`src/shared/rbt_pkg.sv`:
```
// Notes on behaviour
// - 18-bit path each way, separate controls.
// - latch enable high makes path transparent.
// - latch enable low, steady clock: hold.
// - latch enable low: capture on clock fall.
// - a-to-b output enable low floats B.
// - b-to-a path mirrors a-to-b path.
// - b-to-a output enable is active low.
// - clock held high: output keeps level.
// - clock low before enable fell: hold.
// - each pin is input and three-state output.
package rbt_pkg;
  localparam int          DATA_W     = 18;
  localparam int          FIFO_DEPTH = 8;
  localparam logic        OE_N_RST   = 1'b1;
  localparam logic        SYNC_RST   = 1'b0;
endpackage

```
`src/design/rbt_xcvr.sv`:
```
`timescale 1ns/100ps

module rbt_fifo #(
  parameter int W     = 18,
  parameter int DEPTH = 8
) (
  input  wire logic         clk,
  input  wire logic         nrst,
  input  wire logic         ce,
  input  wire logic         in_valid,
  output logic              in_ready,
  input  wire logic [W-1:0] in_data,
  output logic              out_valid,
  input  wire logic         out_ready,
  output logic [W-1:0]      out_data
);
  localparam int PW = (DEPTH > 1) ? $clog2(DEPTH) : 1;
  localparam int CW = $clog2(DEPTH + 1);
  localparam logic [CW-1:0] FULL_CNT = CW'(DEPTH);

  logic [W-1:0]  mem [DEPTH];
  logic [PW-1:0] wr_ptr_r;
  logic [PW-1:0] rd_ptr_r;
  logic [CW-1:0] count_r;
  logic          push;
  logic          pop;

  function automatic logic [PW-1:0] ptr_inc(input logic [PW-1:0] p);
    // depth need not be a power of two
    ptr_inc = (p == PW'(DEPTH - 1)) ? '0 : p + 1'b1;
  endfunction

  assign in_ready  = (count_r != FULL_CNT);
  assign out_valid = (count_r != '0);
  assign out_data  = mem[rd_ptr_r];
  assign push      = ce && in_valid && in_ready;
  assign pop       = ce && out_valid && out_ready;

  always_ff @(posedge clk) begin
    if (push) begin
      mem[wr_ptr_r] <= in_data;
    end
  end

  always_ff @(posedge clk or negedge nrst) begin
    if (!nrst) begin
      wr_ptr_r <= '0;
      rd_ptr_r <= '0;
      count_r  <= '0;
    end else begin
      if (push) wr_ptr_r <= ptr_inc(wr_ptr_r);
      if (pop) rd_ptr_r <= ptr_inc(rd_ptr_r);
      if (push && !pop) count_r <= count_r + 1'b1;
      else if (pop && !push) count_r <= count_r - 1'b1;
    end
  end

  property p_count_bound;
    @(posedge clk) disable iff (!nrst) count_r <= FULL_CNT;
  endproperty
  a_count_bound: assert property (p_count_bound) else $error("fifo count above depth");

  property p_count_step;
    @(posedge clk) disable iff (!nrst)
      (push && !pop) |=> count_r == $past(count_r) + 1'b1;
  endproperty
  a_count_step: assert property (p_count_step)
    else $error("fifo count did not rise on push");
endmodule

// one direction: pin sync, latch/flop store, fifo, registered driver
module rbt_path #(
  parameter int W        = 18,
  parameter int DEPTH    = 8,
  parameter bit OE_LOW   = 1'b0
) (
  input  wire logic         clk,
  input  wire logic         nrst,
  input  wire logic         ce,
  input  wire logic [W-1:0] din,
  input  wire logic         latch_enable,
  input  wire logic         path_clock,
  input  wire logic         output_enable,
  input  wire logic         output_stall,
  output logic [W-1:0]      dout_r,
  output logic              oe_n_r
);
  logic [W-1:0] din_s1, din_s2;
  logic         le_s1, le_s2;
  logic         pc_s1, pc_s2, pc_s3;
  logic         oe_s1, oe_s2;
  logic [W-1:0] last_r;
  logic [W-1:0] cap_r;
  logic         pend_r;
  logic         fall;
  logic         trans;
  logic         event_s;
  logic         in_ready;
  logic         f_valid;
  logic [W-1:0] f_data;

  always_ff @(posedge clk or negedge nrst) begin
    if (!nrst) begin
      din_s1 <= '0;
      din_s2 <= '0;
      le_s1  <= rbt_pkg::SYNC_RST;
      le_s2  <= rbt_pkg::SYNC_RST;
      pc_s1  <= rbt_pkg::SYNC_RST;
      pc_s2  <= rbt_pkg::SYNC_RST;
      pc_s3  <= rbt_pkg::SYNC_RST;
      // enable syncs start inactive, so no pin is driven just after reset
      oe_s1  <= OE_LOW ? rbt_pkg::OE_N_RST : rbt_pkg::SYNC_RST;
      oe_s2  <= OE_LOW ? rbt_pkg::OE_N_RST : rbt_pkg::SYNC_RST;
    end else if (ce) begin
      din_s1 <= din;
      din_s2 <= din_s1;
      le_s1  <= latch_enable;
      le_s2  <= le_s1;
      pc_s1  <= path_clock;
      pc_s2  <= pc_s1;
      pc_s3  <= pc_s2;
      oe_s1  <= output_enable;
      oe_s2  <= oe_s1;
    end
  end

  // clock pin is sampled, so its pulses must outlast one clk period
  assign fall    = !le_s2 && pc_s3 && !pc_s2;
  assign trans   = le_s2 && (din_s2 != last_r);
  // a steady path clock with latch closed makes no event: store holds
  assign event_s = fall || trans;

  // a new capture overwrites one still waiting for fifo room
  always_ff @(posedge clk or negedge nrst) begin
    if (!nrst) begin
      last_r <= '0;
      cap_r  <= '0;
      pend_r <= 1'b0;
    end else if (ce) begin
      if (event_s) begin
        last_r <= din_s2;
        cap_r  <= din_s2;
        pend_r <= 1'b1;
      end else if (in_ready) begin
        pend_r <= 1'b0;
      end
    end
  end

  rbt_fifo #(.W(W), .DEPTH(DEPTH)) u_fifo (
    .clk       (clk),
    .nrst      (nrst),
    .ce        (ce),
    .in_valid  (pend_r),
    .in_ready  (in_ready),
    .in_data   (cap_r),
    .out_valid (f_valid),
    .out_ready (!output_stall),
    .out_data  (f_data)
  );

  always_ff @(posedge clk or negedge nrst) begin
    if (!nrst) begin
      dout_r <= '0;
    end else if (ce && f_valid && !output_stall) begin
      dout_r <= f_data;
    end
  end

  always_ff @(posedge clk or negedge nrst) begin
    if (!nrst) begin
      oe_n_r <= rbt_pkg::OE_N_RST;
    end else if (ce) begin
      oe_n_r <= OE_LOW ? oe_s2 : !oe_s2;
    end
  end

  property p_fall_capture;
    @(posedge clk) disable iff (!nrst)
      (ce && fall) |=> pend_r && cap_r == $past(din_s2);
  endproperty
  a_fall_capture: assert property (p_fall_capture) else $error("fall not captured");

  property p_transparent;
    @(posedge clk) disable iff (!nrst)
      (ce && le_s2 && din_s2 != last_r) |=> cap_r == $past(din_s2) && last_r == cap_r;
  endproperty
  a_transparent: assert property (p_transparent) else $error("transparent miss");

  property p_hold_high;
    @(posedge clk) disable iff (!nrst)
      (!le_s2 && pc_s2 && pc_s3) |=> $stable(cap_r);
  endproperty
  a_hold_high: assert property (p_hold_high) else $error("store moved, clock high");

  property p_hold_low;
    @(posedge clk) disable iff (!nrst)
      (!le_s2 && !pc_s2 && !pc_s3) |=> $stable(cap_r) && $stable(last_r);
  endproperty
  a_hold_low: assert property (p_hold_low) else $error("store moved, clock low");

  property p_hold_closed;
    @(posedge clk) disable iff (!nrst)
      (!le_s2 && !fall) |=> $stable(cap_r);
  endproperty
  a_hold_closed: assert property (p_hold_closed) else $error("store moved while closed");

  property p_oe;
    @(posedge clk) disable iff (!nrst)
      $past(ce) |-> oe_n_r == (OE_LOW ? $past(oe_s2) : !$past(oe_s2));
  endproperty
  a_oe: assert property (p_oe) else $error("driver enable wrong polarity");

  property p_drive_update;
    @(posedge clk) disable iff (!nrst)
      (ce && f_valid && !output_stall) |=> dout_r == $past(f_data);
  endproperty
  a_drive_update: assert property (p_drive_update) else $error("output not updated");

  property p_drive_stall;
    @(posedge clk) disable iff (!nrst)
      (output_stall || !ce) |=> $stable(dout_r);
  endproperty
  a_drive_stall: assert property (p_drive_stall)
    else $error("output moved while stalled");

  property p_pend_keep;
    @(posedge clk) disable iff (!nrst)
      (ce && pend_r && !in_ready) |=> pend_r;
  endproperty
  a_pend_keep: assert property (p_pend_keep) else $error("pending capture lost");
endmodule

module rbt_xcvr #(
  parameter int W     = rbt_pkg::DATA_W,
  parameter int DEPTH = rbt_pkg::FIFO_DEPTH
) (
  input  wire logic         clk,
  input  wire logic         nrst,
  input  wire logic         ce,
  input  wire logic [W-1:0] a_in,
  output logic [W-1:0]      a_out,
  output logic              a_oe_n,
  input  wire logic [W-1:0] b_in,
  output logic [W-1:0]      b_out,
  output logic              b_oe_n,
  input  wire logic         a_to_b_output_enable,
  input  wire logic         b_to_a_output_enable_n,
  input  wire logic         a_to_b_latch_enable,
  input  wire logic         b_to_a_latch_enable,
  input  wire logic         a_to_b_clock,
  input  wire logic         b_to_a_clock,
  input  wire logic         a_stall,
  input  wire logic         b_stall
);
  // two independent paths; a pin is input one way and driver the other
  rbt_path #(.W(W), .DEPTH(DEPTH), .OE_LOW(1'b0)) u_a_to_b (
    .clk           (clk),
    .nrst          (nrst),
    .ce            (ce),
    .din           (a_in),
    .latch_enable  (a_to_b_latch_enable),
    .path_clock    (a_to_b_clock),
    .output_enable (a_to_b_output_enable),
    .output_stall  (b_stall),
    .dout_r        (b_out),
    .oe_n_r        (b_oe_n)
  );

  rbt_path #(.W(W), .DEPTH(DEPTH), .OE_LOW(1'b1)) u_b_to_a (
    .clk           (clk),
    .nrst          (nrst),
    .ce            (ce),
    .din           (b_in),
    .latch_enable  (b_to_a_latch_enable),
    .path_clock    (b_to_a_clock),
    .output_enable (b_to_a_output_enable_n),
    .output_stall  (a_stall),
    .dout_r        (a_out),
    .oe_n_r        (a_oe_n)
  );
endmodule

```
`config.mk`:
```
export PLATFORM = sky130hd
export DESIGN_NAME = rbt_xcvr
export DESIGN_NICKNAME = d
export VERILOG_FILES = /design/src/shared/rbt_pkg.sv /design/src/design/rbt_xcvr.sv
export SDC_FILE = /design/constraint.sdc
export NUM_CORES = 1
export LEC_CHECK = 0
export CAP_MARGIN = 20
export CORE_UTILIZATION = 55
export DETAILED_ROUTE_END_ITERATION = 10
export DONT_BUFFER_PORTS = 1
export HOLD_SLACK_MARGIN = 0.03
export PLACE_DENSITY = 0.7
export REMOVE_ABC_BUFFERS = 1
export SYNTH_ARGS = -nofsm -noshare
export SYNTH_HDL_FRONTEND = slang
export SYNTH_SLANG_ARGS = --single-unit
```
`constraint.sdc`:
```
create_clock -name clk -period 3.75 [get_ports clk]
set_clock_uncertainty 0.1 [all_clocks]
set_input_delay 0.75 -clock clk [delete_from_list [all_inputs] [get_ports clk]]
set_output_delay 0.75 -clock clk [all_outputs]
set_load 0.01 [all_outputs]
```
# Yosys cells after proc, flatten, opt, wreduce, memory -nomap -nowiden
# Memory sizes are Yosys's and may differ from the RTL's. A register that Yosys moved wholly into a read port is not among the register bits.
# Cells that the tools add are included.
[word_totals] reg_bits=146 latch_bits=0 ram_bits=288 romBits=0 inputBits=47 output_inout_bits=38 wordCells=107 memories=2
[op_classes] add_sub_neg=8 n_mul=0 n_div=0 magnitude_cmp=0 eq_ne=8 shifts=0 n_mux=16 n_bitwise=0 n_reduce_logical=43
[mem_list] memory="u_a_to_b.u_fifo.mem" words=8 word_bits=18 rd=1 rd_clocked_by_memory_dff=1 write_ports=1 line_no="rbt_xcvr.sv:21" source="logic [W-1:0] mem [DEPTH];"
[mem_list] memory="u_b_to_a.u_fifo.mem" words=8 word_bits=18 rd=1 rd_clocked_by_memory_dff=1 write_ports=1 line_no="rbt_xcvr.sv:21"
[op_table] cell="$ne A18 B18 Y1" count=2
[op_table] cell="$logic_and A1 B1 Y1" count=18
[op_table] cell="$mux W4" count=4
[op_table] cell="$logic_not A1 Y1" count=13
[op_table] cell="$add A3 B1 Y3 const B" count=4
[op_table] cell="$eq A3 B3 Y1 const B" count=4
[op_table] cell="$mux W3" count=4
[op_table] cell="$add A4 B1 Y4 const B" count=2
[op_table] cell="$mux W1" count=8
[op_table] cell="$ne A4 B4 Y1 const B" count=2
[op_table] cell="$reduce_and A2 Y1" count=4
[op_table] cell="$reduce_bool A2 Y1" count=4
[op_table] cell="$reduce_bool A4 Y1" count=2
[op_table] cell="$sub A4 B1 Y4 const B" count=2
[op_table] cell="$logic_or A1 B1 Y1" count=2

# Logic depth before layout (Yosys ltp)
# Gate-level depths: netlist of the first run.
[depth] word_depth=6 depth_mapped=13 ltp_nobuf=12

# By module
# A second synthesis of the first run with hierarchy kept.
[hier_totals] hier_cells=945 area_unflattened_um2=18697.9
[modules_own_cells] mod="rbt_fifo" n_inst=2 cells_per_inst=273 area_per_inst_um2=6097.1 seq_area_each_um2=4574.4
[modules_own_cells] mod="rbt_path at u_a_to_b" n_inst=1 cells_per_inst=200 area_per_inst_um2=3268.1 seq_area_each_um2=2028.2
[modules_own_cells] mod="rbt_path at u_b_to_a" n_inst=1 cells_per_inst=199 area_per_inst_um2=3235.6 seq_area_each_um2=2030.7

# Least setup slack after synthesis of the first run
# OpenSTA, ideal clock, no wires.
[synth_path] path_kind="input to register" from="input port ce" to="memory u_b_to_a.u_fifo.mem[0][0], enable pin" setup_ps=439 arrival_time_ps=3102 required_ps=3211 setup_slack_ps=108 cell_stages=4 n_path_buf=2 path_cell_list="buf_2 buf_2 nand3_1 nor4_1"
[synth_via] elab_chain_cells=4
[synth_rtl] item="from (decl)" line_no="rbt_xcvr.sv:240" source="input wire logic ce,"
[synth_rtl] item="$logic_and A1 B1 Y1 (2 in a row)" line_no="rbt_xcvr.sv:36" source="assign push = ce && in_valid && in_ready;"
[synth_rtl] item="$mux W1" line_no="rbt_xcvr.sv:40" source="if (push) begin"
[synth_rtl] item="$mux W1 (not written as such)" line_no="rbt_xcvr.sv:41" source="mem[wr_ptr_r] <= in_data;"
[synth_rtl] item="to (decl)" line_no="rbt_xcvr.sv:21"
# Every way passes these cells.

# Worst setup path in the final report of the first run
[layout_path] from="register u_b_to_a.u_fifo.count_r[0]" to="register u_b_to_a.u_fifo.count_r[3]"
[layout_via] word_cells_on_any_way=14 classes_between="2 x add/sub; 1 x eq/ne; 2 x mux; 9 x reduce/logical"
[layout_lines] item="from (decl)" line_no="rbt_xcvr.sv:24" source="logic [CW-1:0] count_r;"
[layout_lines] item="from (signal assigned)" line_no="rbt_xcvr.sv:53" source="if (push && !pop) count_r <= count_r + 1'b1;"
[layout_lines] item="from (signal assigned)" line_no="rbt_xcvr.sv:54" source="else if (pop && !push) count_r <= count_r - 1'b1;"
[layout_lines] item="$ne A4 B4 Y1 *" line_no="rbt_xcvr.sv:33" source="assign in_ready = (count_r != FULL_CNT);"
[layout_lines] item="$logic_and A1 B1 Y1 *" line_no="rbt_xcvr.sv:36"
[layout_lines] item="named net u_b_to_a.u_fifo.push" line_no="rbt_xcvr.sv:25" source="logic push;"
[layout_lines] item="$logic_not A1 Y1" line_no="rbt_xcvr.sv:54"
[layout_lines] item="$logic_and A1 B1 Y1" line_no="rbt_xcvr.sv:54"
[layout_lines] item="$reduce_bool A2 Y1 (no source line)"
# Mark *: on every way through the listed nets, which the timed path passes. The rest lies on a longest branch. The select of a mux whose other input is x is not followed.
# A chain may end at the register's enable or synchronous reset.

==> metrics.log, run 1 <==
[metrics] run status: complete, but fails checks
[metrics] violated checks: negative hold slack
[metrics] buffers inserted by post-CTS timing repair: 0
[metrics] Area Growth Syn to Fin: 11.9%
[metrics] boundary pin count: 85
[metrics] antenna cells: 0
[metrics] share of layout cells above drive strength 1: 28.5%
[metrics] peak ir drop on the vdd network: 0.000373 V
[metrics] Fmax achieved: 366 MHz
[metrics] count of nets after finishing: 1078
[metrics] mean area per synthesized cell: 18.8 sq um
[metrics] post-DR wirelength/cell: 21.2 um
[metrics] final-report hold violation count: 178
[metrics] Cell Pwr Density: 752 nW/um^2
[metrics] Critical Path Sink Type: flop
[metrics] CTS max path bufs: 3
[metrics] clock sinks: 470
[metrics] effective utilization at floorplan: 56.2%
[metrics] relative max-transition margin: 47.1%
[metrics] count of state elements after synthesis: 470
[metrics] worst hold slack across all endpoints: -0.176 ns
[metrics] detailed-placement wirelength estimate: 18.0 mm
[metrics] Die H: 185 um
[metrics] Detailed Route Iter0 Violations: 531
[metrics] Startpoint Class: flop
[metrics] Detailed Route WL: 31.7 mm
[metrics] count of TritonRoute iterations in the first routing pass: 4
[metrics] Die W: 185 um
[metrics] time the worst path needs with I/O delays and setup: 2.73 ns
[metrics] maximum number of pins on one net before global-route repair: 183
[metrics] worst hold path type: in2async
[metrics] required time of the worst setup path: 4.06 ns
[metrics] Pins Over Slew Limit: 0
[metrics] clock insertion delay at the later pin of the skew report: 0.54 ns
[metrics] total number of yosys warnings: 0
[metrics] clock tree from TritonCTS: yes
[metrics] peak per-stage delay on the critical path: 0.44 ns
[metrics] CTS HTree Levels: 2
[metrics] number of setup violations in the final report: 0
[metrics] global-route wire length before repair: 50.5 mm
[metrics] Cell Rows: 66
[metrics] number of vias per cell: 5.66
[metrics] Post-synth top flop: sky130_fd_sc_hd__edfxtp_1
[metrics] Period Utilization, post-route: 72.9%
[metrics] fraction of registers with async set/reset: 38.7%
[metrics] setup repair after global routing missed its margin: false
[metrics] I/O Buffers: 0
[metrics] DRT antenna net count: 0
[metrics] FILL cells: 2302
[metrics] overall global routing resource usage: 19.7%
[metrics] gp weighted congestion: 0.749
[metrics] worst-path cell chain: nor3_1, nand2_1, nand3_1, inv_2, ha_1, inv_1, ha_1, a21o_1, a21oi_1, xnor2_1, nor2_1, xor2_1
[metrics] sequential-to-total area share from yosys stat: 71.9%
[metrics] vias after detailed routing: 8466
[metrics] Yosys cell types: 38
[metrics] via count of the first global-routing pass: 8728
[metrics] Die Footprint: 34200 sq um
[metrics] core utilization of the finished layout: 62.9%
[metrics] library cell contributing the largest single delay on the critical path: sky130_fd_sc_hd__dfrtp_1
[metrics] initial antenna violation count: 0
[metrics] most used cell along the critical path: sky130_fd_sc_hd__ha_1
[metrics] number of flops mapped to enable cells by yosys: 288
[metrics] worst-path maximum fanout: 9
[metrics] Worst EP arrival: 3.04 ns
[metrics] slew of the pin with the lowest slew margin: 0.793 ns
[metrics] static leakage power: 7.41 nW
[metrics] type of the worst setup path: reg2reg
[metrics] number of buffers created by CTS: 47
[metrics] Clock transition at path regs: 0.06 ns
[metrics] cell area after synthesis: 18400 sq um
[metrics] Max-cap violations: 0
[metrics] accumulated negative setup slack: 0 ns
[metrics] number of cells produced by synthesis: 978
[metrics] core area: 32700 sq um
[metrics] CTS Root Cell: sky130_fd_sc_hd__clkbuf_16
[metrics] total congestion overflow: 0
[metrics] DRC errors left: 0
[metrics] number of cells upsized or downsized after cts: 0
## layout make-up
| type | instances | area, sq um | share of cell area (%) |
|---|---|---|---|
| inverters | 9 | 33.8 | 0.164 |
| clock inverters | 11 | 181 | 0.882 |
| multi-input cells | 458 | 4980 | 24.2 |
| well taps | 442 | 553 | 2.69 |
| flip-flops and latches | 470 | 13200 | 64.2 |
| repair buffers | 29 | 218 | 1.06 |
| clock buffers | 76 | 1390 | 6.76 |
## stage by stage
step | worst slack [ns] | area, sq um | hold WS (ns) | power [mW] | instances
3_3_place_gp | 1.01 | 19000 | 0.296 | 10.8 | 1408
5_1_grt | 0.799 | 20600 | -0.206 | 16.3 | 1495
3_5_place_dp | 0.954 | 19000 | 0.309 | 10.9 | 1408
4_1_cts | 1.04 | 20600 | -0.207 | 15.7 | 1495
2_1_floorplan | 0.274 | 18200 | 0.288 | 9.90 | 937
6_report | 1.02 | 20600 | -0.176 | 15.5 | 1495
## cells by family after synthesis
| group | count (synthesis) | share of synthesized area [%] |
|---|---|---|
| flip-flops | 470 | 71.9 |
| multiplexers | 238 | 19.1 |
| AND/OR/NAND/NOR | 108 | 2.78 |
| AO/OA/AOI/OAI | 52 | 1.60 |
| buffers and inverters | 50 | 1.38 |
| XOR/XNOR | 44 | 2.10 |
| adder cells (fa/ha/maj) | 16 | 1.17 |
## path summary, 6_finish.rpt
check                           cells past startpoint  slack [ns]                                    from                                       to
max in group asynchronous                           0        3.48                                    nrst  u_a_to_b.u_fifo.rd_ptr_r[0]$_DFFE_PN0P_
worst min register to register                      1        0.31              u_a_to_b.oe_s2$_DFFE_PN0P_              u_a_to_b.oe_n_r$_DFFE_PN1P_
worst min-delay path                                0       -0.18                                    nrst          u_b_to_a.din_s1[12]$_DFFE_PN0P_
worst max register to register                     12        1.02  u_b_to_a.u_fifo.count_r[0]$_DFFE_PN0P_   u_b_to_a.u_fifo.count_r[3]$_DFFE_PN0P_
min in group clk                                    1        0.26                                 a_in[7]           u_a_to_b.din_s1[7]$_DFFE_PN0P_
worst max-delay path                               12        1.02  u_b_to_a.u_fifo.count_r[0]$_DFFE_PN0P_   u_b_to_a.u_fifo.count_r[3]$_DFFE_PN0P_
## where the power goes
group          total [mW]  internal (mW)  switching [mW]
clock network        4.70           2.88            1.82
registers            7.77           6.66            1.10
logic                3.01           1.67            1.34
total                15.5           11.2            4.27
## registers in the layout, indices dropped and copies added, names as in the netlist, 3 cells and up
signal and count:
u_a_to_b.dout_r 18, u_b_to_a.din_s1 18, u_b_to_a.u_fifo.rd_ptr_r 3, u_a_to_b.u_fifo.count_r 4, u_a_to_b.u_fifo.wr_ptr_r 3, u_b_to_a.dout_r 18
u_a_to_b.last_r 18, u_b_to_a.cap_r 18, u_a_to_b.u_fifo.mem 144, u_b_to_a.u_fifo.mem 144, u_b_to_a.u_fifo.count_r 4, u_a_to_b.din_s1 18
u_b_to_a.din_s2 18, u_a_to_b.din_s2 18, u_b_to_a.u_fifo.wr_ptr_r 3, u_a_to_b.u_fifo.rd_ptr_r 3
## placed cells by master (no fill, tap or decap), types with 6 or more instances in the layout
cell and instances:
sky130_fd_sc_hd__a21o_1 6, sky130_fd_sc_hd__mux4_2 72, sky130_fd_sc_hd__xor2_1 8, sky130_fd_sc_hd__mux2i_1 37
sky130_fd_sc_hd__buf_4 29, sky130_fd_sc_hd__clkbuf_1 20, sky130_fd_sc_hd__clkbuf_8 6, sky130_fd_sc_hd__edfxtp_1 288
sky130_fd_sc_hd__nand2_1 22, sky130_fd_sc_hd__mux2_4 18, sky130_fd_sc_hd__xnor2_1 36, sky130_fd_sc_hd__dfrtp_1 176
sky130_fd_sc_hd__nand4_1 8, sky130_fd_sc_hd__a21oi_1 39, sky130_fd_sc_hd__ha_1 14, sky130_fd_sc_hd__clkbuf_16 49
sky130_fd_sc_hd__mux2_2 90, sky130_fd_sc_hd__nor2_1 46, sky130_fd_sc_hd__nor3_2 9, sky130_fd_sc_hd__mux2_1 21
## worst max-delay path, delay by kind of cell, from the launching register on
| family | cells | cell delay (ns) |
|---|---|---|
| XOR/XNOR | 2 | 0.28 |
| AO/OA/AOI/OAI | 2 | 0.34 |
| flip-flops | 1 | 0.44 |
| AND/OR/NAND/NOR | 4 | 0.72 |
| buffers and inverters | 2 | 0.21 |
| adder cells (fa/ha/maj) | 2 | 0.50 |
## synthesized netlist by cell type, drive strengths merged, types with 4 or more instances
cell / instances / area [sq um]
mux4: 72 / 1620
buf: 33 / 190
clkbuf: 8 / 30.0
mux2: 129 / 1520
a21oi: 40 / 204
inv: 9 / 33.8
nor2: 46 / 173
ha: 14 / 175
nand2: 22 / 82.6
xor2: 8 / 70.1
o21ai: 6 / 45.1
dfstp: 4 / 105
a21o: 6 / 45.0
nor3: 14 / 75.1
nand2b: 4 / 25.0
edfxtp: 288 / 8650
xnor2: 36 / 315
mux2i: 37 / 370
nor4: 6 / 43.8
nand4: 8 / 50.1
dfrtp: 178 / 4450
## routing by layer
layer | track usage (%) | wire length, um | vias up | part of all wire (%)
li1 | - | - | 3848 | -
met1 | 30.1 | 14800 | 4371 | 47
met2 | 29.5 | 14600 | 204 | 46
met3 | 3.64 | 1680 | 43 | 5.3
met4 | 5.02 | 575 | 0 | 1.8
met5 | 0 | 0 | - | 0
(Power assumes the default switching activity.)
==> run 2, diff against run 1 <==
Clock period 3.75 ns to 2.9 ns, I/O delays scaled along.
==> run 2 against run 1 <==
Effect of this change: the flow still finishes with violations (negative hold slack); worst setup slack worse by 0.67 ns; maximum frequency up 6.9%; sequential power up 29%; combinational power up 31%; worst hold slack worse by 0.20 ns; clock power up 28%; power up 29%; first-iteration DRC count up 8.3%.
==> metrics.log, run 2 (synthesis gave the netlist of run 1 again) <==
[metrics] core area: 32700 sq um (unchanged)
[metrics] accumulated negative setup slack: 0 ns (unchanged)
[metrics] post-DR wirelength/cell: 21.3 um (+0.43%)
[metrics] detailed-placement wirelength estimate: 18.5 mm (+2.8%)
[metrics] worst hold slack across all endpoints: -0.374 ns (-0.198 ns)
[metrics] Max-cap violations: 0 (unchanged)
[metrics] library cell contributing the largest single delay on the critical path: sky130_fd_sc_hd__nor4_1
[metrics] maximum number of pins on one net before global-route repair: 183 (unchanged)
[metrics] Detailed Route Iter0 Violations: 575 (+8.3%)
[metrics] area of the multi-input gates: 4980 sq um (unchanged)
[metrics] number of setup violations in the final report: 0 (unchanged)
[metrics] commonest cells after routing, fill and taps aside: sky130_fd_sc_hd__edfxtp_1 (288), sky130_fd_sc_hd__dfrtp_1 (176), sky130_fd_sc_hd__mux2_2 (90)
[metrics] static leakage power: 7.45 nW (+0.42%)
[metrics] gp weighted congestion: 0.720 (-3.8%)
[metrics] total congestion overflow: 0 (unchanged)
[metrics] pre-CTS setup slack: 0.355 ns (-0.599 ns)
[metrics] buffers inserted by post-CTS timing repair: 0 (unchanged)
[metrics] Clock transition at path regs: 0.06 ns (about the same)
[metrics] most common cell after layout, fill and taps aside: sky130_fd_sc_hd__edfxtp_1
[metrics] worst-path cell chain: nor4_1, nor3b_4, inv_2, ha_1, inv_1, ha_1, a21o_1, a21oi_1, xnor2_1, nor2_1, xor2_1
[metrics] count of buffer and inverter cells on the critical path: 2 (unchanged)
[metrics] type of the worst setup path: reg2reg
[metrics] run status: complete, but fails checks
[metrics] CTS Root Cell: sky130_fd_sc_hd__clkbuf_16
[metrics] via count of the first global-routing pass: 8719 (-0.10%)
[metrics] number of cells upsized or downsized after cts: 0 (unchanged)
[metrics] time the worst path needs with I/O delays and setup: 2.56 ns (-0.175 ns)
[metrics] register cell area after layout: 13200 sq um (unchanged)
[metrics] final-report hold violation count: 182 (+2.2%)
[metrics] worst-path maximum fanout: 5 (-4)
[metrics] peak per-stage delay on the critical path: 0.53 ns (+0.09 ns)
[metrics] Die W: 185 um (unchanged)
[metrics] peak ir drop on the vdd network: 0.000527 V (+41%)
[metrics] relative max-transition margin: 37.6% (-9.5 points)
[metrics] CTS max path bufs: 3 (unchanged)
[metrics] violated checks: negative hold slack
[metrics] number of buffers created by CTS: 48 (+2.1%)
[metrics] global-route wire length before repair: 50.4 mm (-0.21%)
[metrics] clock tree from TritonCTS: yes
[metrics] count of TritonRoute iterations in the first routing pass: 5 (+1)
[metrics] most used cell along the critical path: sky130_fd_sc_hd__ha_1
[metrics] DRT antenna net count: 0 (unchanged)
[metrics] Largest regs: u_a_to_b.u_fifo.mem (144), u_b_to_a.u_fifo.mem (144)
[metrics] Die H: 185 um (unchanged)
[metrics] Cell Rows: 66 (unchanged)
[metrics] vias after detailed routing: 8591 (+1.5%)
[metrics] antenna cells: 0 (unchanged)
[metrics] boundary pin count: 85 (unchanged)
[metrics] Period Utilization, post-route: 88.2% (+15 points)
[metrics] effective utilization at floorplan: 56.2% (unchanged)
[metrics] required time of the worst setup path: 3.23 ns (-0.83 ns)
[metrics] CTS HTree Levels: 2 (unchanged)
[metrics] slew of the pin with the lowest slew margin: 0.936 ns (+0.143 ns)
[metrics] setup repair after global routing missed its margin: false
[metrics] Die Footprint: 34200 sq um (unchanged)
[metrics] initial antenna violation count: 1 (+1)
[metrics] FILL cells: 2365 (+2.7%)
[metrics] worst hold path type: in2async
[metrics] clock insertion delay at the later pin of the skew report: 0.55 ns (about the same)
[metrics] Startpoint Class: flop
[metrics] Worst EP arrival: 2.89 ns (-0.15 ns)
[metrics] Cell Pwr Density: 971 nW/um^2 (+29%)
[metrics] Fmax achieved: 391 MHz (+6.9%)
[metrics] overall global routing resource usage: 19.7% (about the same)
[metrics] clock sinks: 470 (unchanged)
[metrics] Area Growth Syn to Fin: 12.1%
[metrics] Detailed Route WL: 31.9 mm (+0.76%)
[metrics] share of layout cells above drive strength 1: 28.9% (+0.43 points)
[metrics] number of vias per cell: 5.73 (+1.1%)
[metrics] I/O Buffers: 0 (unchanged)
[metrics] Pins Over Slew Limit: 0 (unchanged)
[metrics] DRC errors left: 0 (unchanged)
[metrics] count of nets after finishing: 1081 (+0.28%)
[metrics] Critical Path Sink Type: flop
[metrics] gate family responsible for the most delay along the worst path: simple AND/OR/NAND/NOR gates
[metrics] post-route setup slack: 0.343 ns (-0.675 ns)
[run 2: worst paths after layout]
path                                                             start                                endpoint  slack, ns  cells past startpoint
worst min register to register              u_a_to_b.oe_s2$_DFFE_PN0P_             u_a_to_b.oe_n_r$_DFFE_PN1P_       0.31                      1
max in group asynchronous                                         nrst         u_a_to_b.din_s2[13]$_DFFE_PN0P_       2.77                      0
worst max register to register  u_b_to_a.u_fifo.count_r[0]$_DFFE_PN0P_  u_b_to_a.u_fifo.count_r[3]$_DFFE_PN0P_       0.34                     11
worst min-delay path                                              nrst          u_b_to_a.din_s1[5]$_DFFE_PN0P_      -0.37                      0
worst max-delay path            u_b_to_a.u_fifo.count_r[0]$_DFFE_PN0P_  u_b_to_a.u_fifo.count_r[3]$_DFFE_PN0P_       0.34                     11
min in group clk                                              b_in[14]         u_b_to_a.din_s1[14]$_DFFE_PN0P_       0.08                      1
[run 2: metrics by stage]
| stage | utilization [%] | instances | power (mW) | cell area (sq um) |
|---|---|---|---|---|
| final | 63.0 | 1500 | 20.0 | 20600 |
| after global routing | 63.0 | 1500 | 21.0 | 20600 |
| after CTS | 63.0 | 1500 | 20.3 | 20600 |
| after detailed placement | 58.3 | 1410 | 14.2 | 19100 |
| after global placement | 58.3 | 1410 | 14.0 | 19100 |
| after floorplan | - | 937 | 12.8 | 18200 |
[run 2: layer usage]
| metal | global-route usage (%) | routed length, um | vias up |
|---|---|---|---|
| met3 | 3.56 | 1640 | 44 |
| met4 | 5.09 | 577 | 2 |
| met2 | 29.2 | 14700 | 195 |
| met5 | 0 | 13 | - |
| li1 | - | - | 3848 |
| met1 | 30.3 | 15000 | 4502 |
[run 2: area by class of cell]
type,count,share of cell area [%]
well taps,442,2.68
multi-input cells,458,24.2
repair buffers,31,1.31
inverters,9,0.164
clock buffers,70,6.57
clock inverters,20,0.990
flip-flops and latches,470,64.1
[run 2: worst reg2reg max path, stage by stage, from the launching register on]
cell and delay (ns):
sky130_fd_sc_hd__dfrtp_1 0.44, sky130_fd_sc_hd__nor4_1 0.53, sky130_fd_sc_hd__nor3b_4 0.08, sky130_fd_sc_hd__inv_2 0.06, sky130_fd_sc_hd__ha_1 0.17, sky130_fd_sc_hd__inv_1 0.10
sky130_fd_sc_hd__ha_1 0.29, sky130_fd_sc_hd__a21o_1 0.17, sky130_fd_sc_hd__a21oi_1 0.17, sky130_fd_sc_hd__xnor2_1 0.13, sky130_fd_sc_hd__nor2_1 0.06, sky130_fd_sc_hd__xor2_1 0.14
[run 2: power by group]
| group | internal [mW] | switching [mW] | leakage [nW] |
|---|---|---|---|
| Sequential | 8.61 | 1.43 | 4.71 |
| Combinational | 2.21 | 1.75 | 1.97 |
| Clock | 3.60 | 2.42 | 0.765 |
==> run 3, diff against run 2 <==
Settings changed: SYNTH_HIERARCHICAL set to 1.
==> run 3 against run 2 <==
Effect of this change: synthesized area grew 1.7%; largest power group unchanged; maximum frequency is 7.7% lower; first-iteration DRC count rose by 3.5%; die area rose by 1.7%; via count is 1.6% lower; power is 4.4% higher; combinational power rose by 20%; synthesized cell count decreased by 3.4%; largest cell class unchanged; worst setup slack got worse by 0.21 ns; the flow still finishes with violations (negative hold slack).
==> metrics.log, run 3 <==
[metrics] run status: complete, but fails checks
[metrics] violated checks: negative hold slack
[metrics] post-route setup slack: 0.129 ns (-0.214 ns)
[metrics] pre-CTS setup slack: 0.0606 ns (-0.294 ns)
[metrics] most common library cells after synthesis: sky130_fd_sc_hd__edfxtp_1 (288), sky130_fd_sc_hd__dfrtp_1 (178), sky130_fd_sc_hd__mux2_2 (167)
[metrics] Detailed Route Iter0 Violations: 595 (+3.5%)
[metrics] Post-synth top flop: sky130_fd_sc_hd__edfxtp_1
[metrics] share of layout cells above drive strength 1: 39.3% (+10 points)
[metrics] count of nets after finishing: 1056 (-2.3%)
[metrics] number of cells produced by synthesis: 945 (-3.4%)
[metrics] clock share of power: 30.0% (about the same)
[metrics] Startpoint Class: flop
[metrics] sequential-to-total area share from yosys stat: 70.6% (-1.2 points)
[metrics] cell taking the most area after synthesis: sky130_fd_sc_hd__edfxtp_1
[metrics] detailed-placement wirelength estimate: 19.1 mm (+3.0%)
[metrics] placed instance count: 1390 (-1.4%)
[metrics] number of vias per cell: 5.71 (-0.30%)
[metrics] Detailed Route WL: 32.4 mm (+1.4%)
[metrics] relative max-transition margin: 28.3% (-9.3 points)
[metrics] global-route wire length before repair: 51.2 mm (+1.7%)
[metrics] slew of the pin with the lowest slew margin: 1.07 ns (+0.136 ns)
[metrics] switching part of the total power: 27.3% (-0.63 points)
[metrics] cell area after synthesis: 18700 sq um (+1.7%)
[metrics] static leakage power: 7.56 nW (+1.5%)
[metrics] top post-synthesis cells by area: sky130_fd_sc_hd__edfxtp_1 (46%), sky130_fd_sc_hd__dfrtp_1 (24%), sky130_fd_sc_hd__mux2_2 (10%)
[metrics] Fmax achieved: 361 MHz (-7.7%)
[metrics] total number of yosys warnings: 6 (+6)
[metrics] type of the worst setup path: reg2reg
[metrics] area share of the largest cell type after synthesis: 46.3% (-0.80 points)
[metrics] worst hold path type: in2async
[metrics] power share of the combinational group: 22.7% (+2.9 points)
[metrics] worst hold slack across all endpoints: -0.377 ns (-0.00252 ns)
[metrics] DRT antenna net count: 0 (unchanged)
[metrics] Largest regs: u_a_to_b/u_fifo/mem (144), u_b_to_a/u_fifo/mem (144)
[metrics] number of flops mapped to enable cells by yosys: 288 (unchanged)
[metrics] overall global routing resource usage: 19.3% (-0.39 points)
[metrics] setup repair after global routing missed its margin: false
[metrics] Yosys cell types: 43 (+13%)
[metrics] Max-cap violations: 0 (unchanged)
[metrics] library cell contributing the largest single delay on the critical path: sky130_fd_sc_hd__or4_4
[metrics] clock tree from TritonCTS: yes
[metrics] internal power summed over all cells: 15.2 mW (+5.3%)
[metrics] initial antenna violation count: 1 (unchanged)
[metrics] clock sinks: 470 (unchanged)
[metrics] core area: 33500 sq um (+2.5%)
[metrics] fraction of registers with async set/reset: 38.7% (unchanged)
[metrics] number of setup violations in the final report: 0 (unchanged)
[metrics] Die W: 186 um (+0.85%)
[metrics] mean area per synthesized cell: 19.8 sq um (+5.3%)
[metrics] Area Growth Syn to Fin: 13.0%
[metrics] Critical Path Sink Type: flop
[metrics] CTS HTree Levels: 2 (unchanged)
[metrics] most common cell after layout, fill and taps aside: sky130_fd_sc_hd__edfxtp_1
[metrics] number of buffers created by CTS: 47 (-2.1%)
[metrics] net switching component of the power: 5.71 mW (+2.0%)
[metrics] boundary pin count: 85 (unchanged)
[metrics] Die H: 186 um (+0.85%)
[metrics] leading cell type by number of instances after synthesis: sky130_fd_sc_hd__edfxtp_1
[metrics] DRC errors left: 0 (unchanged)
[metrics] count of TritonRoute iterations in the first routing pass: 4 (-1)
[metrics] final-report hold violation count: 182 (unchanged)
[metrics] total congestion overflow: 0 (unchanged)
[metrics] worst-path maximum fanout: 5 (unchanged)
[metrics] total power of the final layout: 20.9 mW (+4.4%)
[metrics] Die Footprint: 34700 sq um (+1.7%)
[metrics] Cell Rows: 67 (+1.5%)
[metrics] clock insertion delay at the later pin of the skew report: 0.55 ns (about the same)
[metrics] CTS Root Cell: sky130_fd_sc_hd__clkbuf_16
[metrics] CTS max path bufs: 3 (unchanged)
[metrics] peak per-stage delay on the critical path: 0.57 ns (+0.04 ns)
[metrics] post-DR wirelength/cell: 21.9 um (+2.8%)
[metrics] peak ir drop on the vdd network: 0.000548 V (+4.0%)
[metrics] gp weighted congestion: 0.754 (+4.7%)
[metrics] required time of the worst setup path: 3.22 ns (about the same)
[metrics] sequential share of power: 47.3% (-2.9 points)
[metrics] Period Utilization, post-route: 95.5% (+7.4 points)
[metrics] Worst EP arrival: 3.09 ns (+0.20 ns)
[metrics] count of state elements after synthesis: 470 (unchanged)
[metrics] Clock transition at path regs: 0.06 ns (about the same)
[metrics] number of cells in the finished layout apart from fillers: 1480 (-1.3%)
[metrics] vias after detailed routing: 8451 (-1.6%)
[metrics] Cell Pwr Density: 989 nW/um^2 (+1.8%)
[metrics] effective utilization at floorplan: 55.8% (-0.44 points)
[metrics] via count of the first global-routing pass: 8894 (+2.0%)
[metrics] maximum number of pins on one net before global-route repair: 183 (unchanged)
[metrics] I/O Buffers: 0 (unchanged)
[metrics] commonest cells after routing, fill and taps aside: sky130_fd_sc_hd__edfxtp_1 (288), sky130_fd_sc_hd__dfrtp_1 (174), sky130_fd_sc_hd__mux2_2 (167)
[metrics] FILL cells: 2347 (-0.76%)
[metrics] time the worst path needs with I/O delays and setup: 2.77 ns (+0.214 ns)
[metrics] Pins Over Slew Limit: 0 (unchanged)
[metrics] worst-path cell chain: or4_4, and3_4, inv_1, ha_1, inv_1, ha_4, or4_1, o211ai_1, o211ai_1
## run 3: area by class of cell
cell class,instances,area [sq um],share of cell area (%)
repair buffers,35,350,1.66
diodes,1,2.50,0.0118
flip-flops and latches,470,13200,62.6
clock inverters,22,312,1.48
multi-input cells,430,5330,25.3
clock buffers,65,1320,6.23
well taps,448,561,2.65
inverters,9,33.8,0.160
## run 3: final timing paths
path / slack [ns] / startpoint / endpoint / cells past startpoint
setup / recovery: 0.13 / u_a_to_b/u_fifo/count_r[1]$_DFFE_PN0P_ / u_a_to_b/u_fifo/count_r[3]$_DFFE_PN0P_ / 9
setup reg to reg: 0.13 / u_a_to_b/u_fifo/count_r[1]$_DFFE_PN0P_ / u_a_to_b/u_fifo/count_r[3]$_DFFE_PN0P_ / 9
max in group asynchronous: 2.77 / nrst / u_b_to_a/oe_s1$_DFFE_PN1P_ / 0
min in group clk: 0.08 / b_in[13] / u_b_to_a/din_s1[13]$_DFFE_PN0P_ / 1
hold reg to reg: 0.32 / u_a_to_b/oe_s2$_DFFE_PN0P_ / u_a_to_b/oe_n_r$_DFFE_PN1P_ / 1
hold / removal: -0.38 / nrst / u_a_to_b/dout_r[9]$_DFFE_PN0P_ / 0
## run 3: what timing repair did
action | 4_1_cts | 5_1_grt
gates resized for setup | 0 | 4
buffers inserted | 0 | 2
hold endpoints to repair | 182 | 182
setup endpoints to repair | 0 | 2
## run 3: power by group through the flow
stage | sequential [mW] | clock, mW | combinational [mW]
final | 9.89 | 6.27 | 4.73
after detailed placement | 10.0 | 0 | 4.75
after CTS | 9.90 | 6.40 | 4.78
after floorplan | 10.1 | 0 | 3.18
after global placement | 9.95 | 0 | 4.65
after global routing | 10.1 | 6.65 | 5.14
## run 3: cells by family (layout without fill, tap and decap cells)
logic type / after synthesis / after routing / share of synthesized area, %
buf+inv: 45 / 131 / 1.32
flops: 470 / 470 / 70.6
xor+xnor: 40 / 40 / 1.87
simple gates: 72 / 72 / 2.42
compound gates: 18 / 18 / 0.736
fa+ha+maj: 16 / 16 / 1.15
mux: 284 / 284 / 21.9
other cells: 0 / 1 / 0
## run 3: per-layer routing
metal	part of all wire [%]	GRT usage (%)	up-vias	wire length, um
met4	1.5	4.67	0	477
met3	5.6	3.40	41	1800
li1	-	-	3801	-
met5	0	0	-	0
met1	45	28.7	4416	14700
met2	48	30.0	193	15400
## run 3: per-stage QoR
stage	setup TNS [ns]	util (%)	hold WS [ns]	cell area, sq um
finish	0	63.0	-0.377	21100
floorplan	-8.09	-	0.184	18500
global placement	0	58.0	0.191	19500
CTS	0	62.9	-0.397	21100
detailed placement	0	58.0	0.192	19500
global route	0	63.0	-0.410	21100
## run 3: worst max-delay path: cells and delay by family, from the launching register on
kind                       cells  cell delay (ns)
AOI/OAI and AO/OA              2             0.22
adders and majority gates      2             0.41
buffers and inverters          2             0.17
DFF                            1             0.44
and+or+nand+nor                3             1.31
